### src/cfrwp_map.svh
`ifndef CFRWP_MAP_SVH
`define CFRWP_MAP_SVH
`define CFRWP_IDX_FLAGS    8'he7
`define CFRWP_IDX_PTR_LOW  8'he8
`define CFRWP_IDX_PTR_HIGH 8'he9
`define CFRWP_IDX_STACK    8'h00
`define CFRWP_BIT_C        7
`define CFRWP_BIT_Z        6
`define CFRWP_BIT_S        5
`define CFRWP_BIT_V        4
`define CFRWP_BIT_DA       3
`define CFRWP_BIT_H        2
`define CFRWP_BIT_RSV      1
`define CFRWP_BIT_DP       0
`define CFRWP_FLAGS_RESET  8'h00
`define CFRWP_FLAGS_WMASK  8'hfd
`define CFRWP_PTR_RESET    8'h00
`define CFRWP_PTR_MASK     8'hfc
`define CFRWP_BIT_TWIN     2
`define CFRWP_STACK_DEPTH  7
`define CFRWP_GROUPD_LO    8'hd0
`define CFRWP_GROUPD_HI    8'hdf
`endif

### src/cfrwp_pkg.sv
package cfrwp_pkg;
   typedef enum logic [4:0] {
      OP_NONE = 5'h00, OP_ADD = 5'h01, OP_ADC = 5'h02, OP_SUB = 5'h03,
      OP_SBC  = 5'h04, OP_CP  = 5'h05, OP_AND = 5'h06, OP_OR  = 5'h07,
      OP_XOR  = 5'h08, OP_CPL = 5'h09, OP_INC = 5'h0a, OP_DEC = 5'h0b,
      OP_TM   = 5'h0c, OP_SRA = 5'h0d, OP_SLA = 5'h0e, OP_RRC = 5'h0f,
      OP_RLC  = 5'h10, OP_ROR = 5'h11, OP_ROL = 5'h12, OP_SWAP = 5'h13,
      OP_DA   = 5'h14, OP_MULDIV = 5'h15, OP_SCF = 5'h16, OP_RCF = 5'h17,
      OP_CCF  = 5'h18, OP_SDM = 5'h19, OP_SPM = 5'h1a, OP_SRP = 5'h1b,
      OP_SET_LOWER_WINDOW_OP = 5'h1c, OP_SET_UPPER_WINDOW_OP = 5'h1d, OP_IRQ = 5'h1e, OP_IRET = 5'h1f
   } cfrwp_op_t;
endpackage

### src/cfrwp_flag_stack.sv
`include "cfrwp_map.svh"
module cfrwp_flag_stack
(
   input  logic       clk,
   input  logic       rst,
   input  logic       push,
   input  logic       pop,
   input  logic [7:0] pushData,
   output logic [7:0] topData,
   output logic [2:0] depth,
   output logic       overflow
);
   logic [7:0] slots [0:`CFRWP_STACK_DEPTH-1];
   logic       full;
   logic       empty;

   assign full = (depth == 3'(`CFRWP_STACK_DEPTH));
   assign empty = (depth == 3'h0);
   // an empty stack answers zero rather than a stale slot
   assign topData = empty ? 8'h00 : slots[depth - 3'h1];

   always_ff @(posedge clk)
   begin
      if (push && !full)
      begin
         slots[depth] <= pushData;
      end
   end

   always_ff @(posedge clk or posedge rst)
   begin
      if (rst)
      begin
         depth <= 3'h0;
      end
      else if (push && !full)
      begin
         depth <= depth + 3'h1;
      end
      else if (pop && !empty)
      begin
         depth <= depth - 3'h1;
      end
   end

   // an eighth nested entry is dropped, so the flag stays until reset
   always_ff @(posedge clk or posedge rst)
   begin
      if (rst)
      begin
         overflow <= 1'b0;
      end
      else if (push && full)
      begin
         overflow <= 1'b1;
      end
   end
endmodule

### src/cfrwp_top.sv
`include "cfrwp_map.svh"
module cfrwp_top
   import cfrwp_pkg::*;
(
   input  logic        clk,
   input  logic        rst,
   input  logic [9:0]  paddr,
   input  logic        psel,
   input  logic        penable,
   input  logic        pwrite,
   input  logic [31:0] pwdata,
   output logic [31:0] prdata,
   output logic        pready,
   output logic        pslverr,
   input  logic        opValid,
   input  cfrwp_op_t   opCode,
   input  logic        opWord,
   input  logic [15:0] opA,
   input  logic [15:0] opB,
   input  logic [3:0]  extFlags,
   input  logic [15:0] extResult,
   input  logic [3:0]  workReg,
   input  logic [7:0]  directAddr,
   output logic [15:0] resultOut,
   output logic [7:0]  statusFlags,
   output logic [7:0]  windowPtrLow,
   output logic [7:0]  windowPtrHigh,
   output logic [7:0]  workAddr,
   output logic        directAllowed,
   output logic        dataSpace,
   output logic [2:0]  stackDepth,
   output logic        stackOverflow
);
   // ****************************************
   // helpers
   // ****************************************
   function automatic logic msbOf(input logic [15:0] x, input logic w);
      return w ? x[15] : x[7];
   endfunction

   function automatic logic carryOf(input logic [16:0] s, input logic w);
      return w ? s[16] : s[8];
   endfunction

   function automatic logic [15:0] fitW(input logic [15:0] x, input logic w);
      return w ? x : {8'h00, x[7:0]};
   endfunction

   // ****************************************
   // declarations
   // ****************************************
   logic [7:0]  flags;
   logic [7:0]  next_flags;
   logic [7:0]  next_ptrLow;
   logic [7:0]  next_ptrHigh;
   logic [7:0]  stackTop;
   logic [7:0]  mapAddr;
   logic [7:0]  regIndex;
   logic        aligned;
   logic        hitFlags;
   logic        hitLow;
   logic        hitHigh;
   logic        hitStack;
   logic        mapped;
   logic        busWrite;
   logic        setupRead;
   logic [15:0] aa;
   logic [15:0] bb;
   logic [16:0] sum;
   logic [15:0] aluRes;
   logic [7:0]  adj;
   logic        aluC;
   logic        aluV;
   logic        aluH;
   logic        aluKind;
   logic        updC;
   logic        updZsv;
   logic        updBcd;
   logic        cin;
   logic        daLow;
   logic        daHigh;
   logic        doPush;
   logic        doPop;

   assign statusFlags = flags;
   assign cin = flags[`CFRWP_BIT_C];

   // ****************************************
   // apb decode
   // ****************************************
   assign regIndex = paddr[9:2];
   assign aligned = (paddr[1:0] == 2'h0);
   assign hitFlags = aligned && (regIndex == `CFRWP_IDX_FLAGS);
   assign hitLow = aligned && (regIndex == `CFRWP_IDX_PTR_LOW);
   assign hitHigh = aligned && (regIndex == `CFRWP_IDX_PTR_HIGH);
   assign hitStack = aligned && (regIndex == `CFRWP_IDX_STACK);
   assign mapped = hitFlags || hitLow || hitHigh || hitStack;
   assign busWrite = psel && penable && pwrite && pready;
   assign setupRead = psel && !penable;

   // zero wait states; ready holds low only through reset
   always_ff @(posedge clk or posedge rst)
   begin
      if (rst)
      begin
         pready <= 1'b0;
      end
      else
      begin
         pready <= 1'b1;
      end
   end

   // read data and error are captured in the setup cycle
   always_ff @(posedge clk or posedge rst)
   begin
      if (rst)
      begin
         prdata <= 32'h0000_0000;
         pslverr <= 1'b0;
      end
      else if (setupRead)
      begin
         pslverr <= !mapped;
         if (pwrite || !mapped)
         begin
            prdata <= 32'h0000_0000;
         end
         else if (hitFlags)
         begin
            prdata <= {24'h00_0000, flags};
         end
         else if (hitLow)
         begin
            prdata <= {24'h00_0000, windowPtrLow};
         end
         else if (hitHigh)
         begin
            prdata <= {24'h00_0000, windowPtrHigh};
         end
         else
         begin
            prdata <= {24'h00_0000, stackOverflow, 4'h0, stackDepth};
         end
      end
   end

   // ****************************************
   // arithmetic and flag sources
   // ****************************************
   always_comb
   begin
      aa = fitW(opA, opWord);
      bb = fitW(opB, opWord);
      sum = 17'h0_0000;
      aluRes = aa;
      adj = 8'h00;
      daLow = 1'b0;
      daHigh = 1'b0;
      aluC = cin;
      aluV = 1'b0;
      aluH = flags[`CFRWP_BIT_H];
      aluKind = flags[`CFRWP_BIT_DA];
      updC = 1'b0;
      updZsv = 1'b0;
      updBcd = 1'b0;
      case (opCode)
         OP_ADD, OP_ADC:
         begin
            sum = {1'b0, aa} + {1'b0, bb} + {16'h0000, (opCode == OP_ADC) && cin};
            aluRes = fitW(sum[15:0], opWord);
            aluC = carryOf(sum, opWord);
            aluV = (msbOf(aa, opWord) == msbOf(bb, opWord))
                   && (msbOf(aluRes, opWord) != msbOf(aa, opWord));
            aluH = aa[4] ^ bb[4] ^ sum[4];
            aluKind = 1'b0;
            updC = 1'b1;
            updZsv = 1'b1;
            updBcd = !opWord;
         end
         OP_SUB, OP_SBC, OP_CP:
         begin
            sum = {1'b0, aa} - {1'b0, bb} - {16'h0000, (opCode == OP_SBC) && cin};
            aluRes = fitW(sum[15:0], opWord);
            aluC = carryOf(sum, opWord);
            aluV = (msbOf(aa, opWord) != msbOf(bb, opWord))
                   && (msbOf(aluRes, opWord) != msbOf(aa, opWord));
            aluH = aa[4] ^ bb[4] ^ sum[4];
            aluKind = 1'b1;
            updC = 1'b1;
            updZsv = 1'b1;
            updBcd = !opWord;
         end
         OP_AND, OP_TM:
         begin
            aluRes = aa & bb;
            updZsv = 1'b1;
         end
         OP_OR:
         begin
            aluRes = aa | bb;
            updZsv = 1'b1;
         end
         OP_XOR:
         begin
            aluRes = aa ^ bb;
            updZsv = 1'b1;
         end
         OP_CPL:
         begin
            aluRes = fitW(~aa, opWord);
            updZsv = 1'b1;
         end
         OP_INC, OP_DEC:
         begin
            sum = (opCode == OP_INC) ? {1'b0, aa} + 17'h0_0001 : {1'b0, aa} - 17'h0_0001;
            aluRes = fitW(sum[15:0], opWord);
            aluV = (opCode == OP_INC)
                   ? (!msbOf(aa, opWord) && msbOf(aluRes, opWord))
                   : (msbOf(aa, opWord) && !msbOf(aluRes, opWord));
            updZsv = 1'b1;
         end
         OP_SRA, OP_RRC, OP_ROR:
         begin
            // the bit shifted in at the top depends on the flavour
            if (opCode == OP_SRA)
            begin
               adj = {7'h00, msbOf(aa, opWord)};
            end
            else if (opCode == OP_RRC)
            begin
               adj = {7'h00, cin};
            end
            else
            begin
               adj = {7'h00, aa[0]};
            end
            aluRes = opWord ? {adj[0], aa[15:1]} : {8'h00, adj[0], aa[7:1]};
            aluC = aa[0];
            aluV = msbOf(aa, opWord) ^ msbOf(aluRes, opWord);
            updC = 1'b1;
            updZsv = 1'b1;
         end
         OP_SLA, OP_RLC, OP_ROL:
         begin
            if (opCode == OP_RLC)
            begin
               adj = {7'h00, cin};
            end
            else if (opCode == OP_ROL)
            begin
               adj = {7'h00, msbOf(aa, opWord)};
            end
            aluRes = fitW({aa[14:0], adj[0]}, opWord);
            aluC = msbOf(aa, opWord);
            aluV = msbOf(aa, opWord) ^ msbOf(aluRes, opWord);
            updC = 1'b1;
            updZsv = 1'b1;
         end
         OP_SWAP:
         begin
            aluRes = {8'h00, aa[3:0], aa[7:4]};
            aluC = 1'b0;
            updC = 1'b1;
            updZsv = 1'b1;
         end
         OP_DA:
         begin
            // correction depends on the kind of the previous byte op
            daLow = flags[`CFRWP_BIT_H]
                    || (!flags[`CFRWP_BIT_DA] && (aa[3:0] > 4'h9));
            daHigh = cin || (!flags[`CFRWP_BIT_DA] && (aa[7:0] > 8'h99));
            adj = {daHigh ? 4'h6 : 4'h0, daLow ? 4'h6 : 4'h0};
            aluRes = {8'h00, flags[`CFRWP_BIT_DA] ? aa[7:0] - adj
                                                  : aa[7:0] + adj};
            aluC = daHigh;
            updC = 1'b1;
            updZsv = 1'b1;
         end
         OP_MULDIV:
         begin
            // multiply and divide are computed outside; carry and overflow come with them
            aluRes = fitW(extResult, opWord);
            aluC = extFlags[3];
            aluV = extFlags[0];
            updC = 1'b1;
            updZsv = 1'b1;
         end
         default:
         begin
            aluRes = aa;
         end
      endcase
   end

   // ****************************************
   // status register
   // ****************************************
   assign doPush = opValid && (opCode == OP_IRQ);
   assign doPop = opValid && (opCode == OP_IRET);

   always_comb
   begin
      next_flags = flags;
      if (busWrite && hitFlags)
      begin
         next_flags = pwdata[7:0] & `CFRWP_FLAGS_WMASK;
      end
      if (opValid)
      begin
         // an op overrides only the bits it affects
         if (updC)
         begin
            next_flags[`CFRWP_BIT_C] = aluC;
         end
         if (updZsv)
         begin
            next_flags[`CFRWP_BIT_Z] = (aluRes == 16'h0000);
            next_flags[`CFRWP_BIT_S] = msbOf(aluRes, opWord);
            next_flags[`CFRWP_BIT_V] = aluV;
         end
         if (updBcd)
         begin
            next_flags[`CFRWP_BIT_DA] = aluKind;
            next_flags[`CFRWP_BIT_H] = aluH;
         end
         case (opCode)
            OP_SCF:  next_flags[`CFRWP_BIT_C] = 1'b1;
            OP_RCF:  next_flags[`CFRWP_BIT_C] = 1'b0;
            OP_CCF:  next_flags[`CFRWP_BIT_C] = !cin;
            OP_SDM:  next_flags[`CFRWP_BIT_DP] = 1'b1;
            OP_SPM:  next_flags[`CFRWP_BIT_DP] = 1'b0;
            OP_IRET: next_flags = stackTop;
            default: next_flags = next_flags;
         endcase
      end
      next_flags[`CFRWP_BIT_RSV] = 1'b0;
   end

   always_ff @(posedge clk or posedge rst)
   begin
      if (rst)
      begin
         flags <= `CFRWP_FLAGS_RESET;
         dataSpace <= 1'b0;
      end
      else
      begin
         flags <= next_flags;
         // set: data pages, clear: code segment for data accesses
         dataSpace <= next_flags[`CFRWP_BIT_DP];
      end
   end

   always_ff @(posedge clk or posedge rst)
   begin
      if (rst)
      begin
         resultOut <= 16'h0000;
      end
      else if (opValid && (updC || updZsv))
      begin
         resultOut <= aluRes;
      end
   end

   cfrwp_flag_stack u_stack
   (
      .clk      (clk),
      .rst      (rst),
      .push     (doPush),
      .pop      (doPop),
      .pushData (flags),
      .topData  (stackTop),
      .depth    (stackDepth),
      .overflow (stackOverflow)
   );

   // ****************************************
   // window pointers
   // ****************************************
   always_comb
   begin
      next_ptrLow = windowPtrLow;
      next_ptrHigh = windowPtrHigh;
      if (busWrite && hitLow)
      begin
         next_ptrLow = pwdata[7:0] & `CFRWP_PTR_MASK;
      end
      if (busWrite && hitHigh)
      begin
         next_ptrHigh = pwdata[7:0] & `CFRWP_PTR_MASK;
      end
      if (opValid)
      begin
         case (opCode)
            OP_SRP:
            begin
               next_ptrLow = {opA[4:0], 3'h0};
               next_ptrHigh[`CFRWP_BIT_TWIN] = 1'b0;
            end
            OP_SET_LOWER_WINDOW_OP:
            begin
               next_ptrLow = {opA[4:0], 3'h4};
               next_ptrHigh[`CFRWP_BIT_TWIN] = 1'b1;
            end
            OP_SET_UPPER_WINDOW_OP:
            begin
               next_ptrHigh = {opA[4:0], 3'h4};
               next_ptrLow[`CFRWP_BIT_TWIN] = 1'b1;
            end
            default:
            begin
               next_ptrLow = next_ptrLow;
            end
         endcase
      end
   end

   // the block fields have no defined reset; zero is loaded for determinism
   always_ff @(posedge clk or posedge rst)
   begin
      if (rst)
      begin
         windowPtrLow <= `CFRWP_PTR_RESET;
         windowPtrHigh <= `CFRWP_PTR_RESET;
      end
      else
      begin
         windowPtrLow <= next_ptrLow;
         windowPtrHigh <= next_ptrHigh;
      end
   end

   // ****************************************
   // working and direct addressing
   // ****************************************
   cfrwp_win_map u_map
   (
      .ptrLow  (windowPtrLow),
      .ptrHigh (windowPtrHigh),
      .workReg (workReg),
      .regAddr (mapAddr)
   );

   always_ff @(posedge clk or posedge rst)
   begin
      if (rst)
      begin
         workAddr <= 8'h00;
         directAllowed <= 1'b0;
      end
      else
      begin
         workAddr <= mapAddr;
         // group D only through working registers or the stack pointers
         directAllowed <= (directAddr < `CFRWP_GROUPD_LO)
                          || (directAddr > `CFRWP_GROUPD_HI);
      end
   end
endmodule

### src/cfrwp_win_map.sv
`include "cfrwp_map.svh"
module cfrwp_win_map
(
   input  logic [7:0] ptrLow,
   input  logic [7:0] ptrHigh,
   input  logic [3:0] workReg,
   output logic [7:0] regAddr
);
   always_comb
   begin
      if (ptrLow[`CFRWP_BIT_TWIN])
      begin
         // twin windows: 8 registers each, 32 blocks of eight
         regAddr = workReg[3] ? {ptrHigh[7:3], workReg[2:0]}
                              : {ptrLow[7:3], workReg[2:0]};
      end
      else
      begin
         // low block bit dropped, window starts on an even block
         regAddr = {ptrLow[7:4], workReg};
      end
   end
endmodule
### config.mk
export PLATFORM = sky130hd
export DESIGN_NAME = cfrwp_top
export DESIGN_NICKNAME = d
export VERILOG_FILES = /design/src/cfrwp_pkg.sv /design/src/cfrwp_flag_stack.sv /design/src/cfrwp_top.sv /design/src/cfrwp_win_map.sv
export VERILOG_INCLUDE_DIRS = /design/src
export SDC_FILE = /design/constraint.sdc
export NUM_CORES = 1
export LEC_CHECK = 0
export BUFFER_PORTS_ARGS = -buffer_cell sky130_fd_sc_hd__buf_4
export CAP_MARGIN = 5
export CORE_MARGIN = 1.5
export CORE_UTILIZATION = 35
export CTS_CLUSTER_DIAMETER = 100
export DETAILED_ROUTE_END_ITERATION = 10
export GPL_ROUTABILITY_DRIVEN = 0
export PLACE_DENSITY_LB_ADDON = 0.05
export SLEW_MARGIN = 0
export SYNTH_ARGS = -nofsm -noshare
export SYNTH_HDL_FRONTEND = slang
export SYNTH_HIERARCHICAL = 1
export SYNTH_SLANG_ARGS = --single-unit
### constraint.sdc
create_clock -name clk -period 5.3 [get_ports clk]
set_clock_uncertainty 0.1 [all_clocks]
set_input_delay 1.06 -clock clk [delete_from_list [all_inputs] [get_ports clk]]
set_output_delay 1.06 -clock clk [all_outputs]
set_load 0.005 [all_outputs]
==> reports/metrics.csv, run 1 <==
metric;value;unit
wl_met2;18.0;mm
seqCellArea;0.00302;mm²
maxCapViolCount;0;
top_layer;met4;
multi_input_area;0.00710;mm²
groute.usage.overall;0.259;
grt_pass1_vias;9944;
die_h;179;µm
die_w;179;µm
crit_required;5.48;ns
core;0.0305;mm²
cts.sinks;111;
critPathLaunch;opCode[3];
initial_core_util;0.356;
syn2layout_area_growth;17.2;%
overflow;0;
p_leak;5.44;nW
yosys_warnings;6;
antenna_found_initial;0;
holdWs;0.387;ns
drt-initial-drc-count;940;
syn_area;0.0108;mm²
p_per_area;278;mW/mm²
nFillCells;3169;
rsz0062_at_grt;no;
outcome;completed;
io_buffers;149;
finalMaxSlewViolations;0;
max_freq;0.208;GHz
setup_tns;0;ns
start_kind;input port;
hold_class;flip-flop to flip-flop;
avgSynthCellArea;8.40;µm²
clockBufferDepth;2;
rr_startpoint;statusFlags[7];
hpwl;32.8;mm
row_count;64;
critPathMaxFanout;4;
worstSetupPathType;input port to flip-flop;
post-route-min-period;4.80;ns
antenna_cells;0;
hold_violations;0;
endpoint_kind;flip-flop;
wl_met1;19.4;mm
syn_inst;1292;
cts_tree;built;
clkSlewWorstSetupHoldPaths;0.08;ns
drt_first_pass_iters;6;
peakVddDrop;0.000208;V
grt_pass1_wl;61.6;mm
ctsHtreeMaxLevel;3;
drive_above_1_share;0.183;
drc_errors;0;
wl;41.6;mm
grt_max_degree;59;
cts_hold_buf;0;
slew_headroom;0.305;
clock_latency;0.36;ns
final_nets;1631;
ctsResizeCount;0;
cts_made_buffers;9;
fin_crit_sh;0.906;
die-area;0.0321;mm²
ios;206;
hp-start;resultOut[0];
worstPathArrival;4.98;ns
final_core_util;0.417;
vias;10600;
dr_wl_met3;3.16;mm
cts_setup_buffers;0;
root_buffer;clkbuf_16;
ant_nets;0;
worst_pin_slew;1.04;ns
setup_viol;0;
wl_per_cell;22.9;µm
viasPerCell;5.82;
critical path: stages:
cell and delay (ns):
buf_4 0.13, nor3b_1 0.26, nand3_1 0.13, fa_1 0.42, ha_1 0.24, or4_4 0.53
o221ai_2 0.25, o21ai_0 0.19, mux2i_1 0.15, a2111oi_1 0.42, buf_4 0.19, a31o_2 0.16
o221a_2 0.16, nor4bb_1 0.31, nand2_1 0.12, o31ai_2 0.23
through the flow:
| step | total power, mW | instance area, µm² | setup slack (ns) | cells |
|---|---|---|---|---|
| 4_1_cts | 3.55 | 12700 | 0.537 | 1820 |
| 2_1_floorplan | 2.19 | 10900 | 0.0205 | 1316 |
| 6_report | 3.53 | 12700 | 0.496 | 1820 |
| 3_3_place_gp | 2.82 | 12400 | 0.148 | 1804 |
| 5_1_grt | 3.76 | 12700 | 0.295 | 1820 |
| 3_5_place_dp | 2.82 | 12400 | 0.164 | 1804 |
final timing paths:
path                                     to  slack [ns]  cells after the start
setup / recovery             statusFlags[6]        0.50                     16
hold / removal                 resultOut[0]        0.39                      2
setup reg to reg             statusFlags[6]        1.10                     15
hold reg to reg                resultOut[0]        0.39                      2
max in group asynchronous     resultOut[12]        3.75                      3
min in group asynchronous  u_stack/overflow        0.49                      2
flip-flops by register name, summed over array words and instances (netlist names):
| name | cells |
|---|---|
| prdata | 8 |
| workAddr | 8 |
| resultOut | 16 |
| u_stack/overflow | 1 |
| pslverr | 1 |
| windowPtrHigh | 8 |
| windowPtrLow | 8 |
| pready | 1 |
| u_stack/depth | 3 |
| u_stack/slots | 49 |
| directAllowed | 1 |
| statusFlags | 7 |
power by group:
group	switching [mW]	internal, mW
logic	0.996	0.725
registers	0.0933	1.00
clock network	0.328	0.384
area by class of cell:
cell class / instances / share of cell area
multi-input cells: 1027 / 0.559
flip-flops and latches: 111 / 0.238
repair buffers: 200 / 0.120
well taps: 396 / 0.0390
inverters: 70 / 0.0207
clock buffers: 11 / 0.0191
clock inverters: 5 / 0.00492
metal layers:
metal	GRT usage	vias to the layer above
li1	-	4992
met1	0.373	5117
met2	0.398	429
met3	0.0365	54
met4	0.0771	0
met5	0	-
layout by cell type (no fill, tap or decap), types with 7 or more instances in the layout:
master	n
buf_4	198
nand2_1	136
nor2_1	106
ha_1	89
o21ai_0	77
a21oi_1	75
inv_1	69
dfrtp_1	62
edfxtp_1	49
mux2i_1	36
nand3_1	32
nor3_1	28
xnor2_1	26
conb_1	26
a21o_1	19
a211oi_1	17
o211ai_1	16
or3_1	15
a31oi_1	15
nor4_1	14
nand2b_1	14
xor2_1	14
a22oi_1	13
nand4_1	13
a221o_1	13
o22ai_1	11
a221oi_1	11
and2_1	10
o21a_1	10
mux2_2	10
and3_1	9
o31ai_1	9
clkbuf_16	9
nor2b_1	8
nor3b_1	8
a21boi_0	8
nand3b_1	7
o2111ai_1	7
mux4_2	7
No activity file was read; power rests on OpenSTA's default activity.
==> run 2, diff against run 1 <==
Settings changed: BUFFER_PORTS_ARGS -buffer_cell sky130_fd_sc_hd__buf_4 to default, CORE_UTILIZATION 35 to 55, DONT_BUFFER_PORTS from default to 1.
==> run 2 against run 1 <==
Critical path depth shrank 1. Power shrank 8.9%. Worst hold slack lost 0.018 ns. Utilization grew 16 points. Global-route usage grew 9.0 points. Die area shrank 36%. Clock-buffer cell count shrank 2. First-iteration DRC count grew 11%. Flip-flop and latch count is the same. Critical endpoint unchanged. Largest power group unchanged. Highest routed layer is now met5.
==> reports/metrics.csv, run 2 (synthesized netlist as in run 1, its figures left out) <==
metric;value;unit;change
ctsHtreeMaxLevel;3;;unchanged
drc_errors;0;;unchanged
worst_pin_slew;1.24;ns;+0.197 ns
cts_made_buffers;9;;unchanged
syn2layout_area_growth;3.45;%;
antenna_found_initial;1;;+1
wl;36.4;mm;-13%
peakVddDrop;0.000274;V;+32%
ant_nets;0;;unchanged
pwr-share-seq;0.351;;+0.040
die_h;143;µm;-20%
critPathMaxFanout;38;;+34
path_buf_inv;1;;-1
regMostFlops;u_stack/slots;;
ctsResizeCount;0;;unchanged
endpoint_kind;flip-flop;;
nFillCells;1824;;-42%
max_stage_delay;0.52;ns;about the same
largest_register_ffs;49;;unchanged
drive_above_1_share;0.0718;;-0.111
overflow;0;;unchanged
cts_hold_buf;0;;unchanged
worstSetupPathType;input port to flip-flop;;
post-route-min-period;4.86;ns;+0.0599 ns
grt_pass1_wl;54.4;mm;-12%
p_per_area;286;mW/mm²;+3.2%
row_count;51;;-20%
crit_path_top_delay_cell;or4_4;;
io_buffers;0;;-100%
ios;206;;unchanged
p_clk_frac;0.200;;-0.002
crit_required;5.45;ns;-0.03 ns
die-area;0.0206;mm²;-36%
slew_headroom;0.171;;-0.133
wl_per_cell;24.0;µm;+4.8%
drt-initial-drc-count;1044;;+11%
clkSlewWorstSetupHoldPaths;0.07;ns;about the same
rsz0062_at_grt;no;;
maxCapViolCount;0;;unchanged
cts_setup_buffers;0;;unchanged
reg.largest.list;u_stack/slots: 49 flops, resultOut: 16 flops;;
root_buffer;clkbuf_16;;
core;0.0194;mm²;-36%
setup_viol;0;;unchanged
p_comb_frac;0.448;;-0.040
cts_tree;built;;
drt_first_pass_iters;5;;-1
die_w;143;µm;-20%
clock_latency;0.35;ns;about the same
viasPerCell;6.69;;+15%
final_core_util;0.578;;+0.162
hold_violations;0;;unchanged
worstPathArrival;5.02;ns;+0.04 ns
fin_cells;1518;;-17%
p_switching;1.31;mW;-7.5%
start_kind;input port;;
fin_crit_sh;0.918;;+0.0113
max_freq;0.206;GHz;-1.2%
groute.usage.overall;0.349;;+0.0904
finalMaxSlewViolations;0;;unchanged
vias;10200;;-4.2%
p_leak;4.59;nW;-16%
final_nets;1461;;-10%
setup_tns;0;ns;unchanged
layout_common_cells;136 x nand2_1, 106 x nor2_1, 89 x ha_1;;
cts.sinks;111;;unchanged
clockBufferDepth;2;;unchanged
outcome;completed;;
switching_share;0.408;;+0.00638
crit_chain;nor3b_1 > nand3_1 > fa_1 > ha_1 > or4_4 > o221ai_2 > o21ai_0 > mux2i_1 > a2111oi_1 > buf_4 > a31o_2 > o221a_2 > nor4bb_1 > nand2_1 > o31ai_2;;
initial_core_util;0.559;;+0.204
antenna_cells;0;;unchanged
grt_pass1_vias;9430;;-5.2%
grt_max_degree;59;;unchanged
final_common_cell;nand2_1;;
post-place-cells;1503;;-17%
hpwl;27.6;mm;-16%
hold_class;input port to asynchronous set/reset pin;;
cellInternalPower;1.90;mW;-9.9%
crit_family;compound AO/OA/AOI/OAI gates;;
==> run 2: cell types whose count changed in the layout (fill, tap and decap cells not counted) <==
| cell | change |
|---|---|
| inv_8 | +1 |
| buf_12 | -2 |
| buf_4 | -168 |
| clkbuf_8 | -1 |
| clkinvlp_4 | -2 |
| clkinv_4 | +1 |
| clkbuf_1 | -1 |
| bufinv_16 | -1 |
| inv_6 | +1 |
| clkinvlp_2 | +1 |
==> run 2: cell type report <==
class | instances | area, µm² | share of cell area
multi-input combinational | 1027 | 7100 | 0.633
sequential | 111 | 3020 | 0.269
tap | 265 | 332 | 0.0295
inverter | 70 | 263 | 0.0234
clock buffer | 9 | 225 | 0.0201
timing repair buffer | 30 | 225 | 0.0201
clock inverter | 6 | 51.3 | 0.00457
==> run 2: path summary, 6_finish.rpt <==
path                                start               end  slack, ns  depth (start not counted)
min reg2reg                     prdata[1]         prdata[1]       0.41                          2
max reg2reg                statusFlags[7]    statusFlags[6]       0.95                         15
min                                   rst  u_stack/overflow       0.37                          1
max                             opCode[3]    statusFlags[6]       0.44                         15
max in group asynchronous             rst      resultOut[0]       3.90                          2
min in group clk                prdata[1]         prdata[1]       0.41                          2
==> run 2: power by group through the flow <==
stage               clock network [mW]  registers (mW)  logic, mW
floorplan                            0            1.10       1.08
global placement                     0            1.14       1.39
detailed placement                   0            1.15       1.41
CTS                              0.654            1.13       1.41
global route                     0.691            1.14       1.56
finish                           0.644            1.13       1.44
==> run 2: metrics by stage <==
stage               power (mW)  hold slack [ns]  cell area [µm²]  setup slack, ns
floorplan                 2.19            0.373            10900           0.0205
global placement          2.53            0.389            10900            0.238
detailed placement        2.55            0.397            10900            0.144
CTS                       3.20            0.365            11200            0.478
global route              3.39            0.366            11200            0.231
finish                    3.21            0.369            11200            0.436
==> run 2: routing by layer <==
layer / track usage / up-vias / share of wire
li1: - / 4658 / -
met1: 0.455 / 4797 / 0.41
met2: 0.559 / 582 / 0.45
met3: 0.0820 / 113 / 0.11
met4: 0.138 / 2 / 0.040
met5: 0 / - / 0.00036
